<file path="config.mk">
export PLATFORM = sky130hd
export DESIGN_NAME = cpu_bus_engine
export DESIGN_NICKNAME = d
export VERILOG_FILES = /design/src/rtl/cpu_bus_pkg.sv /design/src/rtl/cpu_bus_engine.sv /design/src/rtl/pin_sync.sv /design/src/rtl/reset_seq.sv
export SDC_FILE = /design/constraint.sdc
export NUM_CORES = 1
export LEC_CHECK = 0
export ABC_AREA = 1
export ABC_CLOCK_PERIOD_IN_PS = 5600
export BUFFER_PORTS_ARGS = -buffer_cell sky130_fd_sc_hd__buf_2
export CAP_MARGIN = 20
export CORE_UTILIZATION = 50
export CTS_CLUSTER_DIAMETER = 80
export DETAILED_ROUTE_END_ITERATION = 10
export PLACE_DENSITY_LB_ADDON = 0.12
export SYNTH_ARGS = -nofsm -noshare
export SYNTH_HDL_FRONTEND = slang
export SYNTH_HIERARCHICAL = 1
export SYNTH_SLANG_ARGS = --single-unit
</file>
<file path="constraint.sdc">
create_clock -name clk_sys_i -period 5.6 [get_ports clk_sys_i]
set_input_delay 0.84 -clock clk_sys_i [delete_from_list [all_inputs] [get_ports clk_sys_i]]
set_output_delay 0.84 -clock clk_sys_i [all_outputs]
set_load 0.01 [all_outputs]
</file>
<file path="src/rtl/cpu_bus_pkg.sv">
// Purpose: shared constants and types for the reset sequencer and local bus engine
// Assumes: one clock, the double-rate input clock, runs the whole block
// Notes:   counts are in double-rate clock periods
package cpu_bus_pkg;

  localparam int unsigned INIT_PERIODS     = 400;          // initialization length
  localparam int unsigned SELFTEST_PERIODS = 1048576 + 60; // self-test length
  localparam int unsigned CNT_W            = 21;
  localparam int unsigned SYNC_SETTLE      = 4;            // clocks until busy sync settles
  localparam logic [29:0] HALT_ADDR        = 30'h00000000;
  localparam logic [3:0]  BE_HALT          = 4'hB;        // pattern 1011
  localparam logic [3:0]  BE_SHUTDOWN      = 4'hE;        // pattern 1110
  localparam logic [31:0] ACC_PASS         = 32'h00000000;

  typedef enum logic [2:0] {
    CYC_MEM_READ   = 3'h0,
    CYC_MEM_WRITE  = 3'h1,
    CYC_IO_READ    = 3'h2,
    CYC_IO_WRITE   = 3'h3,
    CYC_CODE_READ  = 3'h4,
    CYC_INT_ACK    = 3'h5,
    CYC_HALT       = 3'h6,
    CYC_SHUTDOWN   = 3'h7
  } cyc_kind_type;

  // request presented by the core to the bus engine
  typedef struct packed {
    cyc_kind_type kind;
    logic         locked;
    logic [29:0]  addr;
    logic [3:0]   byte_en_n;
    logic [31:0]  wdata;
  } bus_req_type;

  // cycle-definition outputs, active low as on the pins
  typedef struct packed {
    logic mem_io_n;
    logic data_code_n;
    logic write_read_n;
    logic lock_n;
  } cyc_def_type;

  typedef enum logic [1:0] {
    RST_HOLD  = 2'h0,
    RST_TEST  = 2'h1,
    RST_INIT  = 2'h2,
    RST_DONE  = 2'h3
  } rst_state_type;

  typedef enum logic [1:0] {
    BUS_IDLE  = 2'h0,
    BUS_FIRST = 2'h1,
    BUS_SECOND = 2'h2,
    BUS_HOLD  = 2'h3
  } bus_state_type;

endpackage

</file>
<file path="src/rtl/cpu_bus_engine.sv">
// Purpose: nonpipelined local bus engine behind the reset sequencer
// Assumes: core presents one request at a time with req_valid_i
// Notes:   pipelined states are not built; next-address request is only observed
module cpu_bus_engine
  import cpu_bus_pkg::*;
#(
  parameter int unsigned SELFTEST_LEN = SELFTEST_PERIODS
) (
  input  wire logic        clk_sys_i,
  input  wire logic        sys_rst_i,
  input  wire logic        clk_en_i,
  input  wire logic        doubled_req_i,
  input  wire logic        busy_n_i,
  input  wire logic        test_fault_i,
  input  wire logic        bus_width_select_n_i,
  input  wire logic        ready_n_i,
  input  wire logic        next_address_request_n_i,
  input  wire logic        hold_req_i,
  input  wire logic        req_valid_i,
  input  wire bus_req_type req_i,
  input  wire logic [31:0] data_i,
  output logic             req_ready_o,
  output logic             rdata_valid_o,
  output logic [31:0]      rdata_o,
  output logic             doubled_o,
  output logic             seq_done_o,
  output logic [31:0]      accumulator_register_o,
  output logic             address_strobe_n_o,
  output logic [29:0]      addr_o,
  output logic [3:0]       byte_enables_n_o,
  output cyc_def_type      cyc_def_o,
  output logic             cyc_def_oe_o,
  output logic [31:0]      data_o,
  output logic             data_oe_o,
  output logic             bus_release_grant_o,
  output logic             narrow_bus_o
);

  ////////////////////////////////////////////////////////////////////////////
  // synchronisers for pins coming from outside the clock domain

  logic busy_n_s;
  logic ready_n_s;
  logic na_n_s;
  logic hold_n_s;
  logic width_n_s;

  pin_sync u_sync_busy  (.clk_sys_i(clk_sys_i), .sys_rst_i(sys_rst_i), .clk_en_i(clk_en_i),
                         .rst_val_i(1'b1), .pin_i(busy_n_i), .level_o(busy_n_s));
  pin_sync u_sync_ready (.clk_sys_i(clk_sys_i), .sys_rst_i(sys_rst_i), .clk_en_i(clk_en_i),
                         .rst_val_i(1'b1), .pin_i(ready_n_i), .level_o(ready_n_s));
  pin_sync u_sync_na    (.clk_sys_i(clk_sys_i), .sys_rst_i(sys_rst_i), .clk_en_i(clk_en_i),
                         .rst_val_i(1'b1), .pin_i(next_address_request_n_i),
                         .level_o(na_n_s));
  pin_sync u_sync_hold  (.clk_sys_i(clk_sys_i), .sys_rst_i(sys_rst_i), .clk_en_i(clk_en_i),
                         .rst_val_i(1'b1), .pin_i(~hold_req_i), .level_o(hold_n_s));
  pin_sync u_sync_width (.clk_sys_i(clk_sys_i), .sys_rst_i(sys_rst_i), .clk_en_i(clk_en_i),
                         .rst_val_i(1'b1), .pin_i(bus_width_select_n_i),
                         .level_o(width_n_s));

  ////////////////////////////////////////////////////////////////////////////
  // reset sequence: phase alignment, self-test and initialization

  logic phase_two;
  logic seq_ready;

  reset_seq #(.SELFTEST_LEN(SELFTEST_LEN)) u_reset_seq (
    .clk_sys_i              (clk_sys_i),
    .sys_rst_i              (sys_rst_i),
    .clk_en_i               (clk_en_i),
    .busy_n_i               (busy_n_s),
    .test_fault_i           (test_fault_i),
    .phase_two_o            (phase_two),
    .ready_o                (seq_ready),
    .accumulator_register_o (accumulator_register_o)
  );

  assign seq_done_o = seq_ready;

  ////////////////////////////////////////////////////////////////////////////
  // clock-doubling flag; only the core speeds up, the bus keeps half rate

  always_ff @(posedge clk_sys_i or posedge sys_rst_i) begin
    if (sys_rst_i) begin
      doubled_o <= 1'b0;
    end else if (clk_en_i) begin
      doubled_o <= doubled_req_i & seq_ready;
    end
  end

  ////////////////////////////////////////////////////////////////////////////
  // cycle typing

  function automatic cyc_def_type encode_kind(input cyc_kind_type k, input logic lk);
    cyc_def_type d;
    d = '{mem_io_n: 1'b1, data_code_n: 1'b1, write_read_n: 1'b0, lock_n: ~lk};
    case (k)
      CYC_MEM_READ:  d = '{1'b1, 1'b1, 1'b0, ~lk};
      CYC_MEM_WRITE: d = '{1'b1, 1'b1, 1'b1, ~lk};
      CYC_IO_READ:   d = '{1'b0, 1'b1, 1'b0, 1'b1};
      CYC_IO_WRITE:  d = '{1'b0, 1'b1, 1'b1, 1'b1};
      CYC_CODE_READ: d = '{1'b1, 1'b0, 1'b0, 1'b1};
      CYC_INT_ACK:   d = '{1'b0, 1'b0, 1'b0, 1'b0}; // always locked
      CYC_HALT:      d = '{1'b1, 1'b0, 1'b1, 1'b1};
      CYC_SHUTDOWN:  d = '{1'b1, 1'b0, 1'b1, 1'b1};
      default:       d = '{1'b1, 1'b1, 1'b0, 1'b1};
    endcase
    return d;
  endfunction

  function automatic logic is_write(input cyc_kind_type k);
    return (k == CYC_MEM_WRITE) || (k == CYC_IO_WRITE);
  endfunction

  wire logic        special   = (req_i.kind == CYC_HALT) || (req_i.kind == CYC_SHUTDOWN);
  wire logic [29:0] next_addr = special ? HALT_ADDR : req_i.addr;
  wire logic [3:0]  next_be   = (req_i.kind == CYC_HALT)     ? BE_HALT :
                                (req_i.kind == CYC_SHUTDOWN) ? BE_SHUTDOWN :
                                req_i.byte_en_n;
  wire cyc_def_type next_def  = encode_kind(req_i.kind, req_i.locked);

  ////////////////////////////////////////////////////////////////////////////
  // bus state machine; moves only at the end of phase two (bus clock boundary)

  bus_state_type state;
  bus_state_type next_state;
  logic          cur_write;
  logic          na_seen;

  wire logic boundary  = phase_two & seq_ready;
  wire logic acked     = ~ready_n_s;
  wire logic hold_s    = ~hold_n_s;                          // synchroniser idles high

  // next state decode
  always_comb begin
    next_state = state;
    case (state)
      BUS_IDLE: begin
        if (hold_s) next_state = BUS_HOLD;
        else if (req_valid_i) next_state = BUS_FIRST;
      end
      BUS_FIRST: next_state = BUS_SECOND;
      BUS_SECOND: begin
        if (!acked) next_state = BUS_SECOND;
        else if (hold_s) next_state = BUS_HOLD;
        else if (req_valid_i) next_state = BUS_FIRST;
        else next_state = BUS_IDLE;
      end
      BUS_HOLD: begin
        if (!hold_s) next_state = req_valid_i ? BUS_FIRST : BUS_IDLE;
      end
      default: next_state = BUS_IDLE;
    endcase
  end

  wire logic launch = boundary & (next_state == BUS_FIRST);

  // state register: reset aborts everything
  always_ff @(posedge clk_sys_i or posedge sys_rst_i) begin
    if (sys_rst_i) begin
      state <= BUS_IDLE;
    end else if (clk_en_i && boundary) begin
      state <= next_state;
    end
  end

  // address and definition latched at launch, held through wait states
  always_ff @(posedge clk_sys_i or posedge sys_rst_i) begin
    if (sys_rst_i) begin
      addr_o           <= '0;
      byte_enables_n_o <= 4'hF;
      cyc_def_o        <= '{1'b1, 1'b1, 1'b1, 1'b1};
      data_o           <= '0;
      cur_write        <= 1'b0;
    end else if (clk_en_i && launch) begin
      addr_o           <= next_addr;
      byte_enables_n_o <= next_be;
      cyc_def_o        <= next_def;
      data_o           <= req_i.wdata;
      cur_write        <= is_write(req_i.kind) | special;
    end
  end

  // strobe is low for one clock (the first phase of the first state) after launch
  always_ff @(posedge clk_sys_i or posedge sys_rst_i) begin
    if (sys_rst_i) begin
      address_strobe_n_o <= 1'b1;
    end else if (clk_en_i) begin
      address_strobe_n_o <= ~launch;
    end
  end

  // read data capture and next-address observation
  always_ff @(posedge clk_sys_i or posedge sys_rst_i) begin
    if (sys_rst_i) begin
      rdata_valid_o <= 1'b0;
      rdata_o       <= '0;
      na_seen       <= 1'b0;
    end else if (clk_en_i) begin
      rdata_valid_o <= boundary & (state == BUS_SECOND) & acked & ~cur_write;
      if (boundary && state == BUS_SECOND && acked) begin
        rdata_o <= data_i;
      end
      // pipelining is not built, so a request is only noted for the cycle
      na_seen <= (state == BUS_SECOND) & ~na_n_s & ~acked;
    end
  end

  assign req_ready_o         = launch;
  assign data_oe_o           = cur_write & ((state == BUS_FIRST) | (state == BUS_SECOND));
  assign cyc_def_oe_o        = (state != BUS_HOLD);
  assign bus_release_grant_o = (state == BUS_HOLD);
  assign narrow_bus_o        = ~width_n_s;

  ////////////////////////////////////////////////////////////////////////////
  // checks

  property p_reset_idle;
    @(posedge clk_sys_i) sys_rst_i |=> (state == BUS_IDLE) && address_strobe_n_o;
  endproperty
  a_reset_idle: assert property (p_reset_idle) else $error("bus not idle after reset");

  property p_reset_undouble;
    @(posedge clk_sys_i) sys_rst_i |=> !doubled_o;
  endproperty
  a_reset_undouble: assert property (p_reset_undouble) else $error("doubled after reset");

  property p_no_bus_early;
    @(posedge clk_sys_i) disable iff (sys_rst_i) !seq_ready |-> address_strobe_n_o;
  endproperty
  a_no_bus_early: assert property (p_no_bus_early) else $error("bus before init");

  property p_first_to_second;
    @(posedge clk_sys_i) disable iff (sys_rst_i)
      (clk_en_i && boundary && state == BUS_FIRST) |=> state == BUS_SECOND;
  endproperty
  a_first_to_second: assert property (p_first_to_second) else $error("first not followed");

  property p_wait_holds;
    @(posedge clk_sys_i) disable iff (sys_rst_i)
      (clk_en_i && boundary && state == BUS_SECOND && !acked) |=> state == BUS_SECOND;
  endproperty
  a_wait_holds: assert property (p_wait_holds) else $error("wait state dropped");

  property p_addr_stable;
    @(posedge clk_sys_i) disable iff (sys_rst_i)
      (state == BUS_SECOND && !launch) |=> $stable(addr_o) && $stable(cyc_def_o);
  endproperty
  a_addr_stable: assert property (p_addr_stable) else $error("address moved in wait");

  property p_intack_locked;
    @(posedge clk_sys_i) disable iff (sys_rst_i)
      (clk_en_i && launch && req_i.kind == CYC_INT_ACK) |=> !cyc_def_o.lock_n;
  endproperty
  a_intack_locked: assert property (p_intack_locked) else $error("int ack not locked");

  property p_halt_be;
    @(posedge clk_sys_i) disable iff (sys_rst_i)
      (clk_en_i && launch && req_i.kind == CYC_HALT) |=> byte_enables_n_o == 4'hB && addr_o == '0;
  endproperty
  a_halt_be: assert property (p_halt_be) else $error("halt encoding wrong");

  property p_strobe_one;
    @(posedge clk_sys_i) disable iff (sys_rst_i)
      (clk_en_i && launch) |=> !address_strobe_n_o ##1 address_strobe_n_o;
  endproperty
  a_strobe_one: assert property (p_strobe_one) else $error("strobe not single");

  property p_hold_grant;
    @(posedge clk_sys_i) disable iff (sys_rst_i) bus_release_grant_o |-> !cyc_def_oe_o;
  endproperty
  a_hold_grant: assert property (p_hold_grant) else $error("definition driven in hold");

  c_read:  cover property (@(posedge clk_sys_i) rdata_valid_o);
  c_wait:  cover property (@(posedge clk_sys_i) boundary && state == BUS_SECOND && !acked);
  c_hold:  cover property (@(posedge clk_sys_i) bus_release_grant_o);
  c_idle:  cover property (@(posedge clk_sys_i) seq_ready && state == BUS_IDLE);

endmodule // cpu_bus_engine

</file>
<file path="src/rtl/pin_sync.sv">
// Purpose: three-flop input synchroniser with agreement filter
// Assumes: input is asynchronous to clk_sys_i
// Notes:   output changes once the second and third stages agree
module pin_sync (
  input  wire logic clk_sys_i,
  input  wire logic sys_rst_i,
  input  wire logic clk_en_i,
  input  wire logic rst_val_i,
  input  wire logic pin_i,
  output logic      level_o
);
  logic s1;
  logic s2;
  logic s3;

  // rst_val_i is not used; the async reset always loads the constant 1
  always_ff @(posedge clk_sys_i or posedge sys_rst_i) begin
    if (sys_rst_i) begin
      s1      <= 1'b1;
      s2      <= 1'b1;
      s3      <= 1'b1;
      level_o <= 1'b1;
    end else if (clk_en_i) begin
      s1 <= pin_i;
      s2 <= s1;
      s3 <= s2;
      if (s2 == s3) begin
        level_o <= s3;
      end
    end
  end

  logic unused_rv;
  assign unused_rv = rst_val_i;
endmodule // pin_sync

</file>
<file path="src/rtl/reset_seq.sv">
// Purpose: post-reset sequencer: phase alignment, optional self-test, initialization
// Assumes: reset input already handled as async reset of this domain
// Notes:   self-test is modelled as a counted delay with a fault input
module reset_seq
  import cpu_bus_pkg::*;
#(
  parameter int unsigned SELFTEST_LEN = SELFTEST_PERIODS
) (
  input  wire logic        clk_sys_i,
  input  wire logic        sys_rst_i,
  input  wire logic        clk_en_i,
  input  wire logic        busy_n_i,
  input  wire logic        test_fault_i,
  output logic             phase_two_o,
  output logic             ready_o,
  output logic [31:0]      accumulator_register_o
);
  rst_state_type      state;
  logic [CNT_W-1:0]   cnt;
  logic               first_edge;

  // phase counter: second edge after reset release is phase two
  always_ff @(posedge clk_sys_i or posedge sys_rst_i) begin
    if (sys_rst_i) begin
      first_edge  <= 1'b1;
      phase_two_o <= 1'b0;
    end else if (clk_en_i) begin
      first_edge  <= 1'b0;
      phase_two_o <= first_edge ? 1'b1 : ~phase_two_o;
    end
  end

  // sequence: test only when busy was low at release, init always follows
  always_ff @(posedge clk_sys_i or posedge sys_rst_i) begin
    if (sys_rst_i) begin
      state                  <= RST_HOLD;
      cnt                    <= '0;
      accumulator_register_o <= ACC_PASS;
    end else if (clk_en_i) begin
      case (state)
        // wait for the synchronised busy level to show the pin before deciding
        RST_HOLD: begin
          cnt <= cnt + 1'b1;
          if (cnt == CNT_W'(SYNC_SETTLE)) begin
            cnt   <= '0;
            state <= busy_n_i ? RST_INIT : RST_TEST;
          end
        end
        RST_TEST: begin
          if (test_fault_i) begin
            accumulator_register_o <= 32'h00000001;
          end
          cnt <= cnt + 1'b1;
          if (cnt == CNT_W'(SELFTEST_LEN - 1)) begin
            cnt   <= '0;
            state <= RST_INIT;
          end
        end
        RST_INIT: begin
          cnt <= cnt + 1'b1;
          if (cnt == CNT_W'(INIT_PERIODS - 1)) begin
            state <= RST_DONE;
          end
        end
        RST_DONE: state <= RST_DONE;
        default:  state <= RST_HOLD;
      endcase
    end
  end

  assign ready_o = (state == RST_DONE);
endmodule // reset_seq

</file>
==> results by stage <==
Outcome:
- The run finished with clean final reports.

Route:
- After the first detailed-routing iteration, the DRC count stood at 462.
- In the final routed layout, each cell accounts on average for 12.7 um.
- The detailed-route wire length is 17300 um.
- In the routed design, unresolved DRC markers number 0.
- The average vias per placed instance is 4.63.
- The detail route stage leaves a number of antenna-violating nets equal to 0.
- Before antenna repair, the detailed router went through 5 iterations.
- The via count of the routed design is 6292.

Die:
- The placeable core region is 14500 sq um.
- The width of the chip is 124 um.
- The die is 124 um tall.
- The starting density of the core is 51.4%.
- 256 I/O pins were placed.
- The number of rows in the core area is 44.
- The die covers 15400 sq um.

Placed design:
- Once detailed placement completed, the half-perimeter wirelength came to 12100 um.
- Counting tap cells, the placed design contains a total of 1325 instances.
- In this run the tool buffered the top-level ports with 223 buffer cells.
- The pre-CTS worst setup slack is 2.59 ns.
- Summing all placed instances gives a cell area of 8460 sq um.
- The congestion estimate from routability-driven global placement came to 0.851.

Finish:
- The fraction of layout cells with a size suffix above 1 is 25.6%.
- The number of antenna diodes in the final layout is 0.
- Compared with the post-synthesis result, the final layout area differs by 20.7%.
- The final non-filler cell total is 1358.
- After routing the design area is 9020 sq um.
- The layout net count is 1284.

Setup path:
- The worst setup path is launched from a register.
- The critical-path cell with the highest stage delay is dfrtp_1.
- The delay of the slowest cell on the worst path is 0.42 ns.
- The cell class contributing the biggest share of worst-path delay is simple AND/OR/NAND/NOR gates.
- The number of buffers and inverters on the critical path is 2.
- In this run the critical register-to-register path is captured at cur_write$_DFFE_PP0P_.
- The data arrival time of the critical path is 2.01 ns.
- By startpoint and endpoint, the worst setup path is classified as reg2out.
- The worst setup path is captured at an output pin.
- The maximum fanout along the worst path is 5.
- The worst register-to-register path begins at state[0]$_DFFE_PP0P_.
- For flop-to-flop paths, the worst setup slack is 3.29 ns.
- Traced cell by cell, the critical path runs through inv_1, ha_1, o21bai_1, nand2_1, nand3_2, nor3_1, buf_2.
- Measured in cells, the most critical reg-to-reg path has a length of 8.
- At the worst endpoint, the required time is 4.76 ns.

Clocking:
- Clock tree synthesis found a total of 150 sinks.
- The clock root buffer is clkbuf_16.
- The worst-skew pair later-pin latency is 0.41 ns.
- The number of hold buffers added after CTS was 0.
- No sink is reached through more buffers than the 2 on the longest clock path.
- The count of cells resized by post-cts repair is 0.
- The clock slew at the register clock pins of the worst setup and hold paths is 0.06 ns.
- CTS built an H-tree with a depth of 4.
- The number of buffers added by the clock tree synthesis step is 17.
- The clock tree from TritonCTS is done.
- The count of buffers added by post-CTS timing repair for setup is 0.

Logic synthesis:
- Synthesis produced 947 cells.
- The mapped netlist covers 7470 sq um.
- For this run, the number of Yosys warnings is 6.
- After synthesis, the mean cell area works out to 7.89 sq um.

Power and ir drop:
- Internal power comes to 2.42 mW.
- The analysis attributes to cell leakage a power of 5.42 nW.
- The clock network fraction of design power is 28.0%.
- In this run, flip-flops and latches consume 42.5% of the power.
- The net switching power figure is 1.28 mW.
- The power density of the placed cells is 410 nW/um^2.
- The part of the total power dissipated in combinational logic is 29.5%.
- Across the VDD grid, the largest voltage drop is 0.217 mV.
- Net switching is 34.5% of the power.

Timing:
- Subtracting the final worst setup slack from the clock period gives 2.85 ns.
- The count of endpoints failing hold in the final timing report is 0.
- The max-slew violation total from the final report was 0.
- Derived from the worst setup path, the maximum achievable clock frequency is 350 MHz.
- The final-layout setup total negative slack is 0 ns.
- The final clock skew is 0.00446 ns.
- The worst pin sits at a relative slew slack of 32.4%.
- After layout, the worst path uses 51.0% of the clock period.
- Setup repair after global routing left no endpoint under its margin.
- The worst path meets setup with 2.75 ns of slack.
- At the pin with the least slew margin, the transition time is 1.01 ns.
- Setup violations remaining at the end of the flow were counted as 0.

Flow run:
- The count of maximum capacitance violations is 0.

Hold path:
- The worst hold path class is reg2reg.
- Counting instances, the worst hold path has a depth of 2.
- The launch instance of the worst min-delay path is u_reset_seq/first_edge$_DFFE_PP1P_.
- The worst-case hold path end point is u_reset_seq/first_edge$_DFFE_PP1P_.

Global route:
- The maximum number of pins on one net before global-route repair is 72.
- The total overflow left after global routing is 0.
- The wire length of the first global-routing pass is 28700 um.
- The via count of the first global-routing pass is 5825.
- The initial antenna violation count was 0.
- The overall routing resource usage is 23.2%.
[layout by cell type, fill, tap and decap left out, types with 2 or more instances in the layout]
master       n
o21ai_0     33
a21oi_1      8
nand3_1     30
nand3b_1     9
clkinv_1     4
dfstp_2     26
nor2_2       3
nor2_4       2
nor3_1       2
ha_1        10
nand2_1    387
xnor2_1      2
inv_1      115
nor2_1      76
nand3_2      3
clkbuf_16   18
nand4_1      3
clkinv_2     5
dfrtp_1    124
o21ai_1     21
buf_2      223
nor2_8       2
inv_2        3
buf_4        2
conb_1      31
or2_2        4
xor2_1      10
clkbuf_1     5
[metal layers]
metal	vias up	share of wire [%]	GRT usage, %
met4	0	1.5	7.58
met3	24	6.6	6.59
met5	-	0	0
met1	2868	43	29.6
met2	190	49	38.0
li1	3210	-	-
[power by group through the flow]
stage,combinational [mW],sequential (mW),clock [mW]
after floorplan,0.591,1.69,0
after global placement,1.08,1.58,0
after detailed placement,1.10,1.59,0
after CTS,1.10,1.57,1.05
after global routing,1.23,1.62,1.11
final,1.09,1.57,1.04
[how the worst max path moves through the flow]
stage	startpoint	to	cells past startpoint
6_report	state[0]$_DFFE_PP0P_	req_ready_o	7
5_1_grt	state[0]$_DFFE_PP0P_	req_ready_o	7
4_1_cts	state[0]$_DFFE_PP0P_	req_ready_o	7
3_5_place_dp	clk_en_i	cur_write$_DFFE_PP0P_	7
3_3_place_gp	clk_en_i	cur_write$_DFFE_PP0P_	7
2_1_floorplan	sys_rst_i	addr_o[0]$_DFFE_PP0P_	1
[flip-flops by register name, indices dropped and copies added (netlist names), 2 cells and up]
name / flops
data_o: 32
rdata_o: 32
addr_o: 30
u_reset_seq/cnt: 21
byte_enables_n_o: 4
cyc_def_o: 4
state: 2
u_reset_seq/state: 2
[metrics by stage]
stage / power [mW] / util (%) / hold slack (ns)
after global routing: 3.95 / 62.0 / 0.468
after detailed placement: 2.69 / 58.2 / 0.436
after global placement: 2.66 / 58.2 / 0.428
after floorplan: 2.29 / - / 0.417
after CTS: 3.73 / 61.9 / 0.447
final: 3.70 / 62.0 / 0.445
[area by class of cell]
cell class | instances | area (sq um)
Fill cell | 1370 | 5520
Sequential cell | 150 | 3790
Multi-Input combinational cell | 643 | 2850
Timing Repair Buffer | 226 | 1160
Clock buffer | 24 | 483
Inverter | 123 | 464
Tap cell | 184 | 230
Clock inverter | 8 | 50.0
[worst min-delay path, delay by kind of cell (launching register included)]
kind | cells | cell delay (ns)
DFF | 1 | 0.37
and+or+nand+nor | 1 | 0.03
buffers and inverters | 1 | 0.05
Power figures use the tool's default switching activity.
